<file path="src/core/irq_funnel_pkg.sv">
package irq_funnel_pkg;

  // ==========================================================
  // register addresses on the peripheral port
  localparam logic [7:0] ADDR_EVENT_STATUS = 8'h0E;
  localparam logic [7:0] ADDR_EVENT_ENABLE = 8'h0F;

  // ==========================================================
  // reset values
  localparam logic [7:0] EVENT_STATUS_RST = 8'h00;
  localparam logic [7:0] EVENT_ENABLE_RST = 8'h00;

  // ==========================================================
  // status / enable bit positions
  localparam int BIT_POWER_FAIL    = 7;
  localparam int BIT_DIR_CHANGE    = 6;
  localparam int BIT_CONVERTER     = 5;
  localparam int BIT_DETECT_EDGE   = 4;
  localparam int BIT_CHG_OVERCURR  = 3;
  localparam int BIT_DIS_OVERCURR  = 2;
  localparam int BIT_CHG_WRAP      = 1;
  localparam int BIT_DIS_WRAP      = 0;
  localparam int EVENT_COUNT       = 8;

  // ==========================================================
  // sleep control states
  typedef enum logic [0:0] {
    ST_RUN   = 1'b0,
    ST_SLEEP = 1'b1
  } sleep_state_t;

endpackage

</file>
<file path="src/core/edge_catcher.sv">
`timescale 1ns/10ps
`default_nettype none

// ==========================================================
// per-line edge detector: rising only, or both edges
module edge_catcher (
  // clock and reset
  input  wire logic core_clk,
  input  wire logic nrst,
  // line and mode
  input  wire logic level_in,
  input  wire logic both_edges,
  // one-cycle event
  output logic      edge_pulse
);

  typedef struct packed {
    logic prev;
    logic armed;
  } edge_state_t;

  edge_state_t s_q;
  edge_state_t s_d;

  // compare the line with its last sample
  always_comb begin
    s_d       = s_q;
    s_d.prev  = level_in;
    s_d.armed = 1'b1;
    if (!s_q.armed) begin
      edge_pulse = 1'b0;
    end else if (both_edges) begin
      edge_pulse = level_in ^ s_q.prev;
    end else begin
      edge_pulse = level_in & ~s_q.prev;
    end
  end

  // first sample after reset only arms the detector
  always_ff @(posedge core_clk or negedge nrst) begin
    if (!nrst) begin
      s_q <= '0;
    end else begin
      s_q <= s_d;
    end
  end

endmodule

`default_nettype wire

</file>
<file path="src/core/peripheral_interrupt_funnel.sv">
// What this block does
// RQ1: each enable bit set passes its status bit to the core interrupt
// RQ2: reading the enable register never changes it
// RQ3: enable bits clear to zero on master clear or power-on reset
// RQ4: status bits latch events even when their enable bit is zero
// RQ5: writing one to a status bit clears that flag
// RQ6: status bits map power fail down to discharge wrap, all reset zero
// RQ7: status register sits at port address 0E, read and write
// RQ8: enable register sits at port address 0F, read, write, resets zero
// RQ9: power-fail flag latches on supply crossing three volts either way
// RQ10: detect flag latches on either edge of the detect pin
// RQ11: any interrupt reaching the core wakes it from sleep
// RQ12: a configuration bit chooses to stop the oscillator during sleep
// RQ13: the oscillator restarts whenever sleep ends, regardless of that bit
// RQ14: reading the status register never changes any flag
// RQ15: core interrupt is level OR of status AND enable
// RQ16: writing zero keeps a flag; an event during clear stays latched
`timescale 1ns/10ps
`default_nettype none

module peripheral_interrupt_funnel (
  // clock and resets
  input  wire logic       core_clk,
  input  wire logic       nrst,
  input  wire logic       master_clear_n,
  // peripheral port
  input  wire logic [7:0] port_addr,
  input  wire logic [7:0] port_wdata,
  input  wire logic       port_wr,
  input  wire logic       port_rd,
  output logic      [7:0] port_rdata,
  // event sources
  input  wire logic       supply_above_3v,
  input  wire logic       gauge_charge_dir,
  input  wire logic       converter_event,
  input  wire logic       detect_pin,
  input  wire logic       charge_overcurrent,
  input  wire logic       discharge_overcurrent,
  input  wire logic       charge_counter_wrap,
  input  wire logic       discharge_counter_wrap,
  // sleep and oscillator control, core interrupt
  input  wire logic       sleep_req,
  input  wire logic       osc_off_in_sleep,
  output logic            core_irq_three,
  output logic            core_asleep,
  output logic            osc_enable
);

  // ==========================================================
  // state
  typedef struct packed {
    logic [7:0]                  status;
    logic [7:0]                  enable;
    logic [7:0]                  rdata;
    logic                        irq;
    irq_funnel_pkg::sleep_state_t sleep;
    logic                        osc_en;
  } funnel_state_t;

  funnel_state_t s_q;
  funnel_state_t s_d;

  logic [7:0] raw_lines;
  logic [7:0] both_mask;
  logic [7:0] event_pulse;
  logic [7:0] pending;
  logic       wr_status;
  logic       wr_enable;

  // ==========================================================
  // event source map
  assign raw_lines = {supply_above_3v, gauge_charge_dir, converter_event,
                      detect_pin, charge_overcurrent, discharge_overcurrent,
                      charge_counter_wrap, discharge_counter_wrap}; // [RQ6]
  // supply, direction and detect pin fire on both edges
  assign both_mask = 8'hD0; // [RQ9] [RQ10]

  // one edge detector per source
  genvar gi;
  generate
    for (gi = 0; gi < irq_funnel_pkg::EVENT_COUNT; gi++) begin : g_src
      edge_catcher u_edge (
        .core_clk   (core_clk),
        .nrst       (nrst),
        .level_in   (raw_lines[gi]),
        .both_edges (both_mask[gi]),
        .edge_pulse (event_pulse[gi])
      );
    end
  endgenerate

  // address decode
  assign wr_status = port_wr
    && (port_addr == irq_funnel_pkg::ADDR_EVENT_STATUS); // [RQ7]
  assign wr_enable = port_wr
    && (port_addr == irq_funnel_pkg::ADDR_EVENT_ENABLE); // [RQ8]

  // ==========================================================
  // next-state logic
  always_comb begin
    s_d = s_q;
    // w1c clear, set wins, reads leave flags alone
    if (wr_status) begin
      s_d.status = s_q.status & ~port_wdata; // [RQ5] [RQ14]
    end
    s_d.status = s_d.status | event_pulse; // [RQ4] [RQ16]
    if (wr_enable) begin
      s_d.enable = port_wdata; // [RQ2]
    end
    // master clear wipes the mask before the irq term sees it
    if (!master_clear_n) begin
      s_d.enable = irq_funnel_pkg::EVENT_ENABLE_RST; // [RQ3]
    end
    // read data, unmapped reads as zero
    s_d.rdata = 8'h00;
    if (port_rd) begin
      if (port_addr == irq_funnel_pkg::ADDR_EVENT_STATUS) begin
        s_d.rdata = s_q.status; // [RQ7]
      end else if (port_addr == irq_funnel_pkg::ADDR_EVENT_ENABLE) begin
        s_d.rdata = s_q.enable; // [RQ2] [RQ8]
      end
    end
    pending  = s_d.status & s_d.enable; // [RQ1]
    s_d.irq  = |pending; // [RQ15]
    // sleep entry and wake
    case (s_q.sleep)
      irq_funnel_pkg::ST_RUN: begin
        if (sleep_req && !(|pending)) begin
          s_d.sleep  = irq_funnel_pkg::ST_SLEEP;
          s_d.osc_en = !osc_off_in_sleep; // [RQ12]
        end
      end
      default: begin
        if (|pending) begin
          s_d.sleep  = irq_funnel_pkg::ST_RUN; // [RQ11]
          s_d.osc_en = 1'b1; // [RQ13]
        end
      end
    endcase
  end

  // registers
  always_ff @(posedge core_clk or negedge nrst) begin
    if (!nrst) begin
      s_q.status <= irq_funnel_pkg::EVENT_STATUS_RST;
      s_q.enable <= irq_funnel_pkg::EVENT_ENABLE_RST; // [RQ3]
      s_q.rdata  <= 8'h00;
      s_q.irq    <= 1'b0;
      s_q.sleep  <= irq_funnel_pkg::ST_RUN;
      s_q.osc_en <= 1'b1;
    end else begin
      s_q <= s_d;
    end
  end

  assign port_rdata     = s_q.rdata;
  assign core_irq_three = s_q.irq;
  assign core_asleep    = (s_q.sleep == irq_funnel_pkg::ST_SLEEP);
  assign osc_enable     = s_q.osc_en;
endmodule

`default_nettype wire

</file>
<file path="config.mk">
export PLATFORM = sky130hd
export DESIGN_NAME = peripheral_interrupt_funnel
export DESIGN_NICKNAME = d
export VERILOG_FILES = /design/src/core/irq_funnel_pkg.sv /design/src/core/edge_catcher.sv /design/src/core/peripheral_interrupt_funnel.sv
export SDC_FILE = /design/constraint.sdc
export NUM_CORES = 1
export LEC_CHECK = 0
export BUFFER_PORTS_ARGS = -buffer_cell sky130_fd_sc_hd__buf_2
export CORE_MARGIN = 5
export CORE_UTILIZATION = 46
export CTS_CLUSTER_SIZE = 12
export DETAILED_ROUTE_END_ITERATION = 8
export HOLD_SLACK_MARGIN = 0.15
export PLACE_DENSITY = 0.73
export SLEW_MARGIN = 20
export SYNTH_ARGS = -nofsm -noshare
export SYNTH_HDL_FRONTEND = slang
export SYNTH_SLANG_ARGS = --single-unit
</file>
<file path="constraint.sdc">
create_clock -name core_clk -period 2.3 [get_ports core_clk]
set_input_delay 0 -clock core_clk [delete_from_list [all_inputs] [get_ports core_clk]]
set_output_delay 0 -clock core_clk [all_outputs]
set_load 0.02 [all_outputs]
</file>
# Word level (Yosys, flattened, before mapping)
# Index checks and enable logic that the tools add are counted.
# totals
ff_bits	36
latchBits	0
mem_bits_rw	0
mem_bits_ro	0
input_bits	31
out_inout_bits	11
word_cells	60
memories	0
# op_classes
add_sub_neg	0
mul	0
div	0
magnitude_cmp	0
n_eq_ne	3
n_shift	0
mux	17
bitwise	17
n_reduce_logical	8
# ops
operator	n
$mux 8	6
$and 8x8->8	2
$eq 8x4->1 const B	2
$mux 1	8
$not 8->8	1
$or 8x8->8	1
$reduce_or 8->1	1
$mux 2	3
$and 1x1->1	5
$not 1->1	5
$logic_and 1x1->1	3
$xor 1x1->1	3
$logic_not 1->1	2
$ne 2x1->1 const B	1
$reduce_and 2->1	1
$reduce_bool 2->1	1

# Logic depth before layout (Yosys ltp)
# depth
word_depth	10
depth_mapped	7
depth_no_buf	6

# Modules after synthesis
# From an unflattened synthesis, not the netlist that was laid out.
# hier_totals
hier_cells	195
area_unflattened_um2	2079.5
# modules_own_cells
mod	n_inst	cells_per_inst	area_per_inst_um2	seq_area_each_um2
peripheral_interrupt_funnel	1	139	1408.9	676.9
edge_catcher	8	7	83.8	50.0

# Least setup slack after synthesis
# Ideal clock, no wire load.
# synth_path
path_kind	input -> register
start	input port_addr[7]
end	register s_q, in the netlist core_asleep
setup_ps	65
arrival_ps	1870
required_time_ps	2235
setup_slack_ps	365
path_stages	7
n_path_buf	1
path_cell_list	or4_4 > buf_6 > o41ai_2 > o2bb2a_1 > a2111oi_4 > and3_4 > o21a_1
# synth_rtl
item	line_no	text
from (decl)	peripheral_interrupt_funnel.sv:27	input wire logic [7:0] port_addr,
to (decl)	peripheral_interrupt_funnel.sv:60	funnel_state_t s_q;

==> impl_metrics.yaml <==
run_status:
  run_status: "complete, no violations"
worst_setup_path:
  crit_fanout: 9
  rr_worst_depth: 5
  r2r-start: "g_src[5].u_edge.s_q[0]"
  crit_slowest_cell: "or4_4"
  path_cells: "buf_2 -> or4_4 -> o41ai_1 -> a221oi_1 -> a2111oi_4 -> and3_4 -> o21a_1"
  reg2reg_to: "core_asleep"
  worstSetupPathType: "in -> reg"
  endpoint_kind: "register"
  start_kind: "input pin"
  worst_ep_required_time_ps: 2520
  slowest_delay_ps: 620
  rrSetupSlack_ps: 600
  critPathArrivalTime_ps: 2130
timing:
  rsz0062_at_grt: "false"
  finalSetupViolations: 0
  finalCritPeriodShare_pct: 83.4
  final_max_slew_viol_count: 0
  final.setup.tns_ps: 0
  finalHoldViolCount: 0
  min_period_ps: 1920
  fmax_ghz: 0.521
  tightest_slew_ps: 771
  relSlewSlack_pct: 48.6
  fin_skew_ps: 9.15
synthesis:
  synth_cell_types: 40
  synth_top_area_share_pct: 52.1
  synth_ff_type: "dfrtp_1"
  synth_nets: 179
  seq_area_frac_synth_pct: 53.6
  yosys-top-cells-count: "dfrtp_1, nand2_1, mux2i_1, inv_1, buf_4"
  synthMostInstantiatedCell: "dfrtp_1"
  synth_edf_count: 0
  synthesis.area_um2: 1680
  syn_inst: 148
  avgSynthCellArea_um2: 11.4
  synth_warnings: 0
  synth_seq_cells: 36
  async_flop_share_pct: 100
  synth_area_leaders: "dfrtp_1, mux2i_1, nand2_1"
  yosys.area.top_type: "dfrtp_1"
pwr:
  p_seq_share_pct: 52.4
  p_clk_share_pct: 35.8
  p_sw_uw: 307
  power_density_nw_per_um2: 587
  intPower_uw: 972
  netSwitchingFraction_pct: 24.0
  p_comb_share_pct: 11.8
  power_uw: 1280
  leakagePower_uw: 0.00106
  ir_drop_v: 0.000410
worst_hold_path:
  hold_end: "port_rdata[6]"
  hold_start: "port_addr[2]"
  hold-path-cell-count: 3
  hp-class: "in -> reg"
detailed_routing:
  wl_met3_um: 205
  drt-met1-wl_um: 1430
  wl_per_cell_um: 13.9
  first_pass_iters: 4
  top_layer: "met4"
  drc: 0
  via_count: 1319
  viasPerCell: 5.15
  met2WireLength_um: 1880
  wl_um: 3560
  ant_nets: 0
  drt-initial-drc-count: 54
flow_run:
  max_cap_viol_count: 0
final_layout:
  fillCellCount: 295
  area_growth_pct: 29.6
  antenna_cells: 0
  multiInputGateArea_um2: 638
  regArea_um2: 902
  nets: 238
  drive_above_1_share_pct: 29.8
placement:
  portBuffers: 41
  place_congestion: 0.791
  dp.final_hpwl_um: 2560
global_route:
  antenna_found_initial: 0
  grt_max_degree: 37
  gr-total-overflow: 0
  grtUsageTotal_pct: 15.0
  grt_pass1_wl_um: 5850
  grt_pass1_vias: 1305
die:
  die-area_um2: 4960
  rows: 22
  core_um2: 3610
  fp.dieH_um: 70.5
  pin_count: 42
  initial_core_util_pct: 46.6
  die_w_um: 70.5
clock_tree:
  cts_max_level: 2
  cts_tree: "done"
  numCtsBuffers: 5
  insertion_delay_ps: 280
  root_buffer: "clkbuf_8"
  clk_pin_slew_ps: 70
  cts_max_path_buffers: 2
  cts.sinks: 36
  post_cts_buffers: 0
worst max-delay path by stage:
stage,from,end,cells after the start
after floorplan,port_addr[7],core_asleep,7
after global placement,port_addr[7],core_asleep,7
after detailed placement,port_addr[7],core_asleep,7
after CTS,port_addr[7],core_asleep,7
after global routing,port_addr[7],core_asleep,7
final,port_addr[7],core_asleep,7
logic make-up (layout without fill, tap and decap cells):
| group | Yosys count | count (layout) | synth area share, % |
|---|---|---|---|
| simple gates | 49 | 49 | 15.9 |
| flops | 36 | 36 | 53.6 |
| compound gates | 21 | 21 | 11.8 |
| other cells | 1 | 1 | 0.223 |
| buf+inv | 24 | 84 | 8.41 |
| xor+xnor | 3 | 3 | 1.56 |
| mux | 14 | 14 | 8.41 |
worst max-delay path: cells and delay by family:
family | cells | cell delay (ps)
AO/OA/AOI/OAI | 4 | 1160
AND/OR/NAND/NOR | 2 | 870
buffers and inverters | 1 | 110
sequential cells by signal, summed over array words and instances, names as in the netlist:
signal            cells
s_q                  16
core_irq_three        1
port_rdata            8
core_asleep           1
g_src.u_edge.s_q      9
osc_enable            1
metrics by stage:
step | hold WS, ps | util [%] | setup WS, ps | cell area (um^2) | std cells
finish | 174 | 60.4 | 382 | 2180 | 256
CTS | 162 | 60.4 | 411 | 2180 | 256
global placement | 109 | 51.7 | 207 | 1870 | 226
detailed placement | 125 | 51.7 | 116 | 1870 | 226
floorplan | -296 | - | 365 | 1680 | 148
global route | 200 | 60.4 | 272 | 2180 | 256
routing by layer:
| layer | vias to the layer above | GRT usage, % |
|---|---|---|
| met5 | - | 0 |
| met4 | 0 | 5.96 |
| met3 | 6 | 3.88 |
| met2 | 42 | 25.7 |
| met1 | 632 | 17.7 |
| li1 | 639 | - |
cells in the final DEF (no fill, tap or decap), drive strengths merged, types with 2 or more instances in the layout:
master,netlist,layout
nor4,3,3
dfrtp,35,35
a32o,2,2
o41ai,5,5
inv,10,10
nand4,5,5
and3,2,2
clkbuf,2,7
a21oi,2,2
nand3b,3,3
dlygate4sd3,0,22
mux2i,13,13
buf,11,44
nor2,8,8
o2bb2a,2,2
xor2,3,3
nand2,20,20
a31oi,2,2
or2,3,3
layout make-up:
type / count / area share [%]
clock inverters: 1 / 0.344
repair buffers: 66 / 20.6
flip-flops and latches: 36 / 41.4
multi-input cells: 88 / 29.3
clock buffers: 7 / 3.96
inverters: 10 / 1.72
well taps: 48 / 2.76
power by group through the flow:
stage	clock network [uW]	registers, uW	logic, uW
finish	458	670	151
global route	500	671	167
CTS	472	670	152
detailed placement	0	681	125
global placement	0	680	121
floorplan	0	689	52.0
what timing repair did:
item / 4_1_cts / 5_1_grt
hold buffers: 22 / 0
gates resized for setup: 0 / 0
endpoints found under the hold margin: 67 / 0
(Power assumes the default switching activity.)
